<file path="config.mk">
export PLATFORM = sky130hd
export DESIGN_NAME = acmp_limit_comparator
export DESIGN_NICKNAME = d
export VERILOG_FILES = /design/src/design/acmp_pkg.sv /design/src/design/acmp_delay_timer.sv /design/src/design/acmp_limit_comparator.sv
export SDC_FILE = /design/constraint.sdc
export NUM_CORES = 2
export LEC_CHECK = 0
export ABC_AREA = 1
export BUFFER_PORTS_ARGS = -buffer_cell sky130_fd_sc_hd__buf_2
export CORE_ASPECT_RATIO = 0.5
export CORE_MARGIN = 2
export CORE_UTILIZATION = 31
export CTS_CLUSTER_DIAMETER = 200
export DETAILED_ROUTE_END_ITERATION = 12
export SLEW_MARGIN = 15
export SYNTH_ARGS = -nofsm -noshare
export SYNTH_HDL_FRONTEND = slang
export SYNTH_HIERARCHICAL = 1
export SYNTH_SLANG_ARGS = --single-unit
</file>
<file path="constraint.sdc">
create_clock -name clk -period 5.5 [get_ports clk]
set_clock_uncertainty 0.1 [all_clocks]
set_input_delay 0.55 -clock clk [delete_from_list [all_inputs] [get_ports clk]]
set_output_delay 0.55 -clock clk [all_outputs]
set_load 0.02 [all_outputs]
</file>
<file path="src/design/acmp_pkg.sv">
// package: constants and types of the analog limit comparator
package acmp_pkg;

  // ----------------------------------------------------------------
  // widths
  // ----------------------------------------------------------------
  localparam int SIG_W = 32;
  localparam int WIDE_W = 36;
  localparam int THR_W = 24;
  localparam int THR_FRAC = 12;
  localparam int BASE_W = 24;
  localparam int PCT_W = 10;
  localparam int DLY_W = 16;
  localparam int UNIT_W = 17;
  localparam int DIV_W = 18;

  // ----------------------------------------------------------------
  // scaling: hysteresis in 0.1 %, threshold in 1/4096 per-unit
  // ----------------------------------------------------------------
  localparam int PCT_FULL = 1000;
  // per-unit bases expressed in input lsb units
  localparam logic [BASE_W-1:0] BASE_FREQ = 24'h0003e8;   // 1 hz in mhz
  localparam logic [BASE_W-1:0] BASE_ANGLE = 24'h008ca0;  // 360 deg in 0.01 deg
  localparam logic [BASE_W-1:0] BASE_ENERGY = 24'h002710; // 10000 mwh or mvah
  localparam logic [BASE_W-1:0] BASE_HARM = 24'h002710;   // 100 % in 0.01 %

  // ----------------------------------------------------------------
  // timing
  // ----------------------------------------------------------------
  localparam int CLK_PERIOD_PS = 5000;
  localparam int MS_PS = 1000000000;
  localparam int CYC_PER_MS = MS_PS / CLK_PERIOD_PS;
  localparam logic [UNIT_W-1:0] MS_PER_MS = 17'h00001;
  localparam logic [UNIT_W-1:0] MS_PER_S = 17'h003e8;
  localparam logic [UNIT_W-1:0] MS_PER_MIN = 17'h0ea60;

  // ----------------------------------------------------------------
  // types
  // ----------------------------------------------------------------
  typedef logic signed [WIDE_W-1:0] acmp_wide_t;
  typedef logic [DIV_W-1:0] acmp_div_t;

  typedef enum logic [3:0] {
    QTY_CURRENT = 4'h0,
    QTY_VOLTAGE = 4'h1,
    QTY_TRANSDUCER = 4'h2,
    QTY_FREQ = 4'h3,
    QTY_ANGLE = 4'h4,
    QTY_WATTH = 4'h5,
    QTY_VARH = 4'h6,
    QTY_HARMONIC = 4'h7,
    QTY_OTHER = 4'h8
  } acmp_qty_e;

  typedef enum logic {SIGN_KEEP = 1'b0, SIGN_ABS = 1'b1} acmp_sign_e;
  typedef enum logic {CMP_LEVEL = 1'b0, CMP_DELTA = 1'b1} acmp_kind_e;
  typedef enum logic {SENSE_OVER = 1'b0, SENSE_UNDER = 1'b1} acmp_sense_e;

  typedef enum logic [1:0] {
    UNIT_MS = 2'h0,
    UNIT_S = 2'h1,
    UNIT_MIN = 2'h2
  } acmp_unit_e;

  typedef enum logic [1:0] {
    ST_IDLE = 2'h0,
    ST_ARMING = 2'h1,
    ST_OPERATE = 2'h2,
    ST_RELEASING = 2'h3
  } acmp_state_e;

endpackage

</file>
<file path="src/design/acmp_delay_timer.sv">
// millisecond delay timer: restarts on demand, flags when the limit is passed
`timescale 1ns/1ps
module acmp_delay_timer (
  // clock and reset
  input wire logic clk,
  input wire logic reset_n,
  // control
  input wire logic restart,
  input wire logic ms_stb,
  input wire logic [acmp_pkg::DLY_W-1:0] limit,
  // status
  output logic done
);

  logic [acmp_pkg::DLY_W:0] cnt_ff;
  logic [acmp_pkg::DLY_W:0] nxt_cnt;
  logic done_ff;
  logic nxt_done;

  // counter saturates, so a long wait never wraps back below the limit
  always_comb begin
    nxt_cnt = cnt_ff;
    if (restart) begin
      nxt_cnt = '0;
    end else if (ms_stb && (cnt_ff != '1)) begin
      nxt_cnt = cnt_ff + 1'b1;
    end
    // the first strobe may follow a restart at once, so the limit must be passed, not met
    nxt_done = !restart && ((limit == '0) || (nxt_cnt > {1'b0, limit}));
  end

  always_ff @(posedge clk or negedge reset_n) begin
    if (!reset_n) begin
      cnt_ff <= '0;
      done_ff <= 1'b0;
    end else begin
      cnt_ff <= nxt_cnt;
      done_ff <= nxt_done;
    end
  end

  assign done = done_ff;

endmodule

</file>
<file path="src/design/acmp_limit_comparator.sv">
// analog limit comparator: operating signal, pickup with hysteresis, delayed operate
// Operation
// - operating signal is plus input minus minus input; an off input counts as zero
// - with no input selected, pickup and operate are never asserted; config_fault is set
// - inputs of different quantity types stop operation, keep pickup and operate low and set config_fault
// - signed mode uses the difference signal with its sign
// - absolute mode uses the magnitude of the difference signal
// - level mode compares the operating signal itself with the pickup level
// - delta mode compares the change over the configured interval with pickup
// - interval length and unit only matter in delta mode
// - over sense picks up when the compared signal exceeds pickup
// - under sense picks up when the compared signal falls below pickup
// - dropout needs a return past pickup by a percentage hysteresis band
// - signal and pickup level are signed, negatives compare correctly
// - pickup is per-unit; frequency base 1 hz, angle base 360 degrees
// - energy pickup base is 10000 mwh or 10000 mvah
// - harmonic and distortion pickup base is 100 percent of fundamental
// - source current and voltage base is the larger nominal of both inputs
// - transducer base is the larger configured range of both transducers
// - operate sets after pickup delay and clears after reset delay
`timescale 1ns/1ps
module acmp_limit_comparator #(
  parameter int CYC_PER_MS = acmp_pkg::CYC_PER_MS
) (
  // clock and reset
  input wire logic clk,
  input wire logic reset_n,
  // measurement engine
  input wire logic tick,
  input wire logic signed [acmp_pkg::SIG_W-1:0] plus_value,
  input wire logic signed [acmp_pkg::SIG_W-1:0] minus_value,
  input wire acmp_pkg::acmp_qty_e plus_type,
  input wire acmp_pkg::acmp_qty_e minus_type,
  input wire logic [acmp_pkg::BASE_W-1:0] plus_base,
  input wire logic [acmp_pkg::BASE_W-1:0] minus_base,
  // settings
  input wire logic plus_input_select,
  input wire logic minus_input_select,
  input wire acmp_pkg::acmp_sign_e sign_handling_select,
  input wire acmp_pkg::acmp_kind_e compare_kind_select,
  input wire acmp_pkg::acmp_sense_e compare_sense,
  input wire logic signed [acmp_pkg::THR_W-1:0] operate_threshold,
  input wire logic [acmp_pkg::PCT_W-1:0] dropout_band_pct,
  input wire acmp_pkg::acmp_unit_e rate_interval_unit,
  input wire logic [acmp_pkg::DLY_W-1:0] rate_interval_length,
  input wire logic [acmp_pkg::DLY_W-1:0] operate_delay,
  input wire logic [acmp_pkg::DLY_W-1:0] release_delay,
  // logic operands
  output logic pickup,
  output logic operate,
  output logic dropout,
  output logic config_fault
);

  // ----------------------------------------------------------------
  // declarations
  // ----------------------------------------------------------------
  acmp_pkg::acmp_wide_t plus_w;
  acmp_pkg::acmp_wide_t minus_w;
  acmp_pkg::acmp_wide_t diff_w;
  acmp_pkg::acmp_wide_t sel_w;
  acmp_pkg::acmp_wide_t cmp_w;
  acmp_pkg::acmp_wide_t pk_w;
  acmp_pkg::acmp_wide_t pk_mag;
  acmp_pkg::acmp_wide_t band_w;
  acmp_pkg::acmp_wide_t lo_w;
  acmp_pkg::acmp_wide_t hi_w;
  logic signed [48:0] pk_prod;
  logic [45:0] band_prod;
  logic [acmp_pkg::BASE_W-1:0] pb_w;
  logic [acmp_pkg::BASE_W-1:0] mb_w;
  logic [acmp_pkg::BASE_W-1:0] base_w;
  acmp_pkg::acmp_qty_e qty_w;
  logic valid_w;

  acmp_pkg::acmp_div_t div_ff;
  acmp_pkg::acmp_div_t nxt_div;
  logic ms_stb_ff;
  logic nxt_ms_stb;
  logic [acmp_pkg::UNIT_W-1:0] unit_cnt_ff;
  logic [acmp_pkg::UNIT_W-1:0] nxt_unit_cnt;
  logic [acmp_pkg::UNIT_W-1:0] unit_len;
  logic [acmp_pkg::DLY_W-1:0] int_cnt_ff;
  logic [acmp_pkg::DLY_W-1:0] nxt_int_cnt;
  acmp_pkg::acmp_wide_t ref_ff;
  acmp_pkg::acmp_wide_t nxt_ref;
  acmp_pkg::acmp_wide_t delta_ff;
  acmp_pkg::acmp_wide_t nxt_delta;
  logic primed_ff;
  logic nxt_primed;

  logic pickup_ff;
  logic nxt_pickup;
  acmp_pkg::acmp_state_e state_ff;
  acmp_pkg::acmp_state_e nxt_state;
  logic operate_ff;
  logic nxt_operate;
  logic dropout_ff;
  logic fault_ff;
  logic timer_done;
  logic [acmp_pkg::DLY_W-1:0] timer_limit;

  // ----------------------------------------------------------------
  // operating signal and pickup level
  // ----------------------------------------------------------------
  always_comb begin
    plus_w = plus_input_select ? acmp_pkg::acmp_wide_t'(plus_value) : '0;
    minus_w = minus_input_select ? acmp_pkg::acmp_wide_t'(minus_value) : '0;
    diff_w = plus_w - minus_w;
    valid_w = (plus_input_select || minus_input_select) &&
              !(plus_input_select && minus_input_select && (plus_type != minus_type));
    qty_w = plus_input_select ? plus_type : minus_type;
    pb_w = plus_input_select ? plus_base : '0;
    mb_w = minus_input_select ? minus_base : '0;
    case (qty_w)
      acmp_pkg::QTY_FREQ: base_w = acmp_pkg::BASE_FREQ;
      acmp_pkg::QTY_ANGLE: base_w = acmp_pkg::BASE_ANGLE;
      acmp_pkg::QTY_WATTH, acmp_pkg::QTY_VARH: base_w = acmp_pkg::BASE_ENERGY;
      acmp_pkg::QTY_HARMONIC: base_w = acmp_pkg::BASE_HARM;
      default: base_w = (pb_w >= mb_w) ? pb_w : mb_w;
    endcase
    // signed product keeps negative thresholds negative
    pk_prod = $signed(operate_threshold) * $signed({1'b0, base_w});
    pk_w = acmp_pkg::acmp_wide_t'(pk_prod >>> acmp_pkg::THR_FRAC);
    pk_mag = pk_w[acmp_pkg::WIDE_W-1] ? -pk_w : pk_w;
    band_prod = 46'(pk_mag) * 46'(dropout_band_pct);
    band_w = acmp_pkg::acmp_wide_t'(band_prod / 46'(acmp_pkg::PCT_FULL));
    lo_w = pk_w - band_w;
    hi_w = pk_w + band_w;
    sel_w = (compare_kind_select == acmp_pkg::CMP_DELTA) ? delta_ff : diff_w;
    // internal width leaves headroom, so negation never overflows
    if ((sign_handling_select == acmp_pkg::SIGN_ABS) && sel_w[acmp_pkg::WIDE_W-1]) begin
      cmp_w = -sel_w;
    end else begin
      cmp_w = sel_w;
    end
  end

  // ----------------------------------------------------------------
  // rate interval: ms divider, unit counter, interval counter
  // ----------------------------------------------------------------
  always_comb begin
    case (rate_interval_unit)
      acmp_pkg::UNIT_S: unit_len = acmp_pkg::MS_PER_S;
      acmp_pkg::UNIT_MIN: unit_len = acmp_pkg::MS_PER_MIN;
      default: unit_len = acmp_pkg::MS_PER_MS;
    endcase
    nxt_ms_stb = 1'b0;
    nxt_div = div_ff + 1'b1;
    if (div_ff == acmp_pkg::acmp_div_t'(CYC_PER_MS - 1)) begin
      nxt_div = '0;
      nxt_ms_stb = 1'b1;
    end
    nxt_unit_cnt = unit_cnt_ff;
    nxt_int_cnt = int_cnt_ff;
    nxt_ref = ref_ff;
    nxt_delta = delta_ff;
    nxt_primed = primed_ff;
    if (compare_kind_select != acmp_pkg::CMP_DELTA) begin
      // level mode holds the rate path idle
      nxt_unit_cnt = '0;
      nxt_int_cnt = '0;
      nxt_primed = 1'b0;
      nxt_delta = '0;
    end else if (ms_stb_ff) begin
      nxt_unit_cnt = unit_cnt_ff + 1'b1;
      if (nxt_unit_cnt >= unit_len) begin
        nxt_unit_cnt = '0;
        nxt_int_cnt = int_cnt_ff + 1'b1;
        // a zero length behaves as one unit
        if (nxt_int_cnt >= rate_interval_length) begin
          nxt_int_cnt = '0;
          nxt_ref = diff_w;
          nxt_delta = primed_ff ? (diff_w - ref_ff) : '0;
          nxt_primed = 1'b1;
        end
      end
    end
  end

  always_ff @(posedge clk or negedge reset_n) begin
    if (!reset_n) begin
      div_ff <= '0;
      ms_stb_ff <= 1'b0;
      unit_cnt_ff <= '0;
      int_cnt_ff <= '0;
      ref_ff <= '0;
      delta_ff <= '0;
      primed_ff <= 1'b0;
    end else begin
      div_ff <= nxt_div;
      ms_stb_ff <= nxt_ms_stb;
      unit_cnt_ff <= nxt_unit_cnt;
      int_cnt_ff <= nxt_int_cnt;
      ref_ff <= nxt_ref;
      delta_ff <= nxt_delta;
      primed_ff <= nxt_primed;
    end
  end

  // ----------------------------------------------------------------
  // pickup with hysteresis
  // ----------------------------------------------------------------
  always_comb begin
    nxt_pickup = pickup_ff;
    if (!valid_w) begin
      nxt_pickup = 1'b0;
    end else if (tick) begin
      if (compare_sense == acmp_pkg::SENSE_OVER) begin
        nxt_pickup = pickup_ff ? (cmp_w >= lo_w) : (cmp_w > pk_w);
      end else begin
        nxt_pickup = pickup_ff ? (cmp_w <= hi_w) : (cmp_w < pk_w);
      end
    end
  end

  // ----------------------------------------------------------------
  // operate sequencing
  // ----------------------------------------------------------------
  always_comb begin
    nxt_state = state_ff;
    case (state_ff)
      acmp_pkg::ST_IDLE: begin
        if (pickup_ff) begin
          nxt_state = acmp_pkg::ST_ARMING;
        end
      end
      acmp_pkg::ST_ARMING: begin
        if (!pickup_ff) begin
          nxt_state = acmp_pkg::ST_IDLE;
        end else if (timer_done) begin
          nxt_state = acmp_pkg::ST_OPERATE;
        end
      end
      acmp_pkg::ST_OPERATE: begin
        if (!pickup_ff) begin
          nxt_state = acmp_pkg::ST_RELEASING;
        end
      end
      acmp_pkg::ST_RELEASING: begin
        if (pickup_ff) begin
          nxt_state = acmp_pkg::ST_OPERATE;
        end else if (timer_done) begin
          nxt_state = acmp_pkg::ST_IDLE;
        end
      end
      default: nxt_state = acmp_pkg::ST_IDLE;
    endcase
    // an invalid input pair drops everything at once, no reset delay
    if (!valid_w) begin
      nxt_state = acmp_pkg::ST_IDLE;
    end
    nxt_operate = (nxt_state == acmp_pkg::ST_OPERATE) ||
                  (nxt_state == acmp_pkg::ST_RELEASING);
    timer_limit = (state_ff == acmp_pkg::ST_ARMING) ? operate_delay : release_delay;
  end

  acmp_delay_timer u_timer (
    .clk(clk),
    .reset_n(reset_n),
    .restart(state_ff != nxt_state),
    .ms_stb(ms_stb_ff),
    .limit(timer_limit),
    .done(timer_done)
  );

  always_ff @(posedge clk or negedge reset_n) begin
    if (!reset_n) begin
      pickup_ff <= 1'b0;
      state_ff <= acmp_pkg::ST_IDLE;
      operate_ff <= 1'b0;
      dropout_ff <= 1'b1;
      fault_ff <= 1'b0;
    end else begin
      pickup_ff <= nxt_pickup;
      state_ff <= nxt_state;
      operate_ff <= nxt_operate;
      dropout_ff <= !nxt_operate;
      fault_ff <= !valid_w;
    end
  end

  assign pickup = pickup_ff;
  assign operate = operate_ff;
  assign dropout = dropout_ff;
  assign config_fault = fault_ff;

  // ----------------------------------------------------------------
  // checks
  // ----------------------------------------------------------------
  a_none_selected: assert property (@(posedge clk) disable iff (!reset_n)
    (!plus_input_select && !minus_input_select) |=> (!pickup_ff && !operate_ff))
    else $error("output asserted with no input selected");

  a_type_mismatch: assert property (@(posedge clk) disable iff (!reset_n)
    (plus_input_select && minus_input_select && (plus_type != minus_type))
    |=> (!pickup_ff && !operate_ff && fault_ff))
    else $error("comparator active on mismatched quantity types");

  a_diff_form: assert property (@(posedge clk) disable iff (!reset_n)
    (plus_input_select && !minus_input_select)
    |-> (diff_w == acmp_pkg::acmp_wide_t'(plus_value)))
    else $error("deselected input not taken as zero");

  a_signed_level: assert property (@(posedge clk) disable iff (!reset_n)
    ((sign_handling_select == acmp_pkg::SIGN_KEEP) &&
     (compare_kind_select == acmp_pkg::CMP_LEVEL)) |-> (cmp_w == diff_w))
    else $error("signed level mode does not use the difference directly");

  a_abs_mag: assert property (@(posedge clk) disable iff (!reset_n)
    (sign_handling_select == acmp_pkg::SIGN_ABS) |-> !cmp_w[acmp_pkg::WIDE_W-1])
    else $error("absolute mode produced a negative value");

  a_delta_source: assert property (@(posedge clk) disable iff (!reset_n)
    ((sign_handling_select == acmp_pkg::SIGN_KEEP) &&
     (compare_kind_select == acmp_pkg::CMP_DELTA)) |-> (cmp_w == delta_ff))
    else $error("delta mode does not compare the rate value");

  a_level_idle: assert property (@(posedge clk) disable iff (!reset_n)
    (compare_kind_select == acmp_pkg::CMP_LEVEL) |=> ((int_cnt_ff == '0) && !primed_ff))
    else $error("rate interval runs in level mode");

  a_over_pickup: assert property (@(posedge clk) disable iff (!reset_n)
    (tick && valid_w && (compare_sense == acmp_pkg::SENSE_OVER) && !pickup_ff &&
     (cmp_w > pk_w)) |=> pickup_ff)
    else $error("no pickup on over sense");

  a_under_pickup: assert property (@(posedge clk) disable iff (!reset_n)
    (tick && valid_w && (compare_sense == acmp_pkg::SENSE_UNDER) && !pickup_ff &&
     (cmp_w < pk_w)) |=> pickup_ff)
    else $error("no pickup on under sense");

  a_band_hold: assert property (@(posedge clk) disable iff (!reset_n)
    (tick && valid_w && (compare_sense == acmp_pkg::SENSE_OVER) && pickup_ff &&
     (cmp_w >= lo_w)) |=> pickup_ff)
    else $error("dropout inside the hysteresis band");

  a_band_drop: assert property (@(posedge clk) disable iff (!reset_n)
    (tick && valid_w && (compare_sense == acmp_pkg::SENSE_UNDER) && pickup_ff &&
     (cmp_w > hi_w)) |=> !pickup_ff)
    else $error("no dropout beyond the hysteresis band");

  a_hold_between: assert property (@(posedge clk) disable iff (!reset_n)
    (valid_w && !tick) |=> (pickup_ff == $past(pickup_ff)))
    else $error("pickup changed without a tick");

  a_operate_cause: assert property (@(posedge clk) disable iff (!reset_n)
    $rose(operate_ff) |-> ($past(pickup_ff) && ($past(state_ff) == acmp_pkg::ST_ARMING)))
    else $error("operate set without a timed pickup");

  a_release_cause: assert property (@(posedge clk) disable iff (!reset_n)
    ($fell(operate_ff) && $past(valid_w))
    |-> (!$past(pickup_ff) && ($past(state_ff) == acmp_pkg::ST_RELEASING)))
    else $error("operate cleared without a timed dropout");

endmodule

</file>
==> results.yml <==
floorplanning:
  coreArea_um2: 190000
  dieArea_um2: 196000
  start_util: 0.313
  dieHeight_um: 314
  chipWidth_um: 624
  rows: 113
  io_pins: 216
critical_path:
  r2r_end: "pickup$_DFFE_PN0P_"
  cpMostUsedCell: "nand2_1"
  crit_buf_inv: 53
  path_max_fanout: 18
  worstSetupEndpointType: "flip-flop"
  cp_top_family: "simple AND/OR/NAND/NOR gates"
  crit_path_start_kind: "input pin"
  cp_data_arrival_time_ns: 40.50
  rrSetupSlack_ns: -0.73
  path_class: "input pin to flip-flop"
  worst_path_max_delay_cell: "fa_1"
  r2r_cells: 37
  r2r_start: "delta_ff[0]$_DFFE_PN0P_"
  crit_required_ns: 5.75
  critPathMaxStageDelay_ns: 0.55
yosys:
  ys_seq_area_frac: 0.0626
  syn-cell-area_um2: 59600
  synth_nets: 9943
  synth-seq-cells: 149
  postSynthCellCount: 8334
  avgSynthCellArea_um2: 7.15
  synth_edf_count: 0
  yosysWarnings: 6
  yosysUniqueCellTypes: 79
  async_flop_share: 1.00
  synth-main-ff-cell: "dfrtp_1"
grt:
  overflow: 0
  antenna_found_initial: 4
  grt_pass1_wl_um: 303000
  grt_usage: 0.190
  grt_pass1_vias: 59200
  grt_max_degree: 67
sta:
  drv_slew: 0
  hold_violations: 6
  period_minus_slack_ns: 40.24
  fmax_mhz: 24.9
  period_share: 7.32
  hold_slack_ns: -0.0217
  tightestPinTransition_ns: 1.17
  slew_headroom: 0.210
  tns_ns: -41.70
  setup_violations: 12
  rsz0062_at_grt: "true"
  finalWorstSetupSlack_ns: -34.74
layout:
  drive_gt1_frac: 0.304
  nets: 11900
  final_util: 0.422
  area_growth_pct: 35.0
  fill_cells: 19400
routing:
  drc: 0
  dr.pass1.iters: 6
  wl_per_cell_um: 14.5
  drt_iter0_drc: 3308
  vias: 58800
  avgViaCountPerCell: 4.59
  wl_um: 186000
  antenna_left: 0
run:
  drv_cap: 0
clock_tree:
  cts_tree: "built"
  clock_sinks: 149
  cts_buffer_depth: 2
  cts_root_buffer: "clkbuf_16"
  htreeDepth: 4
  clk_pin_slew_worst_paths_ns: 0.07
  clk-insertion-delay-late_ns: 0.44
  cts_made_buffers: 17
placement:
  dp_hpwl_um: 162000
  routabilityCongestion: 0.960
  place.port_buffers: 215
  dp_slack_ns: -36.72
worst_hold_path:
  min_path_type: "input pin to asynchronous set/reset pin"
run_status:
  violations: "negative hold slack, negative setup slack"
  status: "complete, but fails checks"
[cell families (layout without fill, tap and decap cells)]
kind of cell,Yosys count,count (layout),synth area share
mux,19,19,0.00353
buf+inv,2134,4065,0.136
simple gates,3416,3416,0.268
compound gates,889,889,0.0887
xor+xnor,330,330,0.0485
flops,149,149,0.0626
fa+ha+maj,1397,1397,0.393
other cells,0,2,0
[what timing repair did]
action | 4_1_cts | 5_1_grt
setup buffers | 58 | 80
gates resized for setup | 112 | 365
hold buffers | 0 | 0
pin swaps | 46 | 238
gates cloned | 2 | 2
endpoints found under the setup margin | 16 | 53
[final cells by class]
| class | count | area [µm²] | area share |
|---|---|---|---|
| Inverter | 1960 | 7480 | 0.0930 |
| Clock inverter | 11 | 100 | 0.00124 |
| Clock buffer | 21 | 450 | 0.00560 |
| Antenna cell | 2 | 5.00 | 0.0000622 |
| Sequential cell | 149 | 3730 | 0.0464 |
| Timing Repair Buffer | 2073 | 15700 | 0.195 |
| Multi-Input combinational cell | 6051 | 49800 | 0.619 |
| Tap cell | 2530 | 3170 | 0.0394 |
[cell usage after synthesis (59+ instances only)]
| library cell | instances | area [µm²] |
|---|---|---|
| o21ai_0 | 216 | 1080 |
| ha_1 | 610 | 7630 |
| inv_2 | 87 | 327 |
| fa_1 | 787 | 15800 |
| inv_1 | 1827 | 6860 |
| o21ai_1 | 59 | 295 |
| xnor2_1 | 68 | 596 |
| nand3_2 | 77 | 771 |
| nand3_1 | 359 | 1800 |
| nand2_1 | 1634 | 6130 |
| nor2_1 | 760 | 2850 |
| nand2_4 | 71 | 800 |
| a21oi_1 | 337 | 1690 |
| dfrtp_1 | 148 | 3700 |
| clkbuf_1 | 163 | 612 |
| nor3_1 | 59 | 295 |
| nand2_2 | 208 | 1300 |
| xor2_1 | 262 | 2290 |
| nand4_1 | 71 | 444 |
[per-stage QoR]
stage               area (µm²)  hold slack [ns]  instances
floorplan                59900            0.154       8334
global placement         76800            0.352      12600
detailed placement       76800            0.358      12600
CTS                      78300           0.0162      12700
global route             80400           0.0377      12800
finish                   80400          -0.0217      12800
[worst register-to-register path: cells and delay by family, from the launching register on]
family	cells	cell delay, ns
simple gates	23	3.43
compound gates	4	0.82
buf+inv	6	0.65
fa+ha+maj	2	0.49
flops	1	0.37
xor+xnor	2	0.27
[cells in the final DEF, fill, tap and decap left out, types with 31 or more instances in the layout]
master / Yosys / final
ha_1: 610 / 591
a21oi_2: 14 / 46
fa_1: 787 / 783
nand3_1: 359 / 316
o21ai_1: 59 / 64
nand3_2: 77 / 97
o21ai_2: 28 / 64
buf_2: 0 / 212
nand3_4: 8 / 31
nand2_2: 208 / 252
inv_2: 87 / 121
buf_12: 0 / 40
o21bai_1: 44 / 40
nor2_4: 22 / 51
nand2_4: 71 / 88
nand4_1: 71 / 71
buf_4: 0 / 1792
a21oi_1: 337 / 298
inv_1: 1827 / 1788
xnor2_1: 68 / 57
dfrtp_1: 148 / 148
xor2_1: 262 / 255
o22ai_1: 45 / 45
nor3_1: 59 / 45
nor2_2: 50 / 61
nand2_1: 1634 / 1572
o21ai_0: 216 / 171
nor2_1: 760 / 720
[worst max path at each step]
stage	endpoint	slack, ns	start	cells past startpoint
2_1_floorplan	pickup$_DFFE_PN0P_	-32.36	plus_input_select	308
3_3_place_gp	pickup$_DFFE_PN0P_	-36.20	plus_input_select	292
3_5_place_dp	pickup$_DFFE_PN0P_	-36.72	plus_input_select	297
4_1_cts	pickup$_DFFE_PN0P_	-35.19	plus_input_select	305
5_1_grt	pickup$_DFFE_PN0P_	-37.90	plus_input_select	315
6_report	pickup$_DFFE_PN0P_	-34.74	plus_input_select	302
[flip-flops by register name (all words and copies together) (netlist names)]
signal	flops
config_fault	1
delta_ff	36
div_ff	18
dropout	1
int_cnt_ff	16
ms_stb_ff	1
operate	1
pickup	1
primed_ff	1
ref_ff	36
state_ff	2
u_timer/cnt_ff	17
u_timer/done	1
unit_cnt_ff	17
[routing by layer]
layer	track usage	wire length, µm
met5	0	0
met4	0.0372	3880
met3	0.0175	8810
met2	0.323	87700
met1	0.262	85400
Power is left out: the tool's default activity adds up to more than one toggle a clock period on the data nets, which glitch-free logic cannot reach.
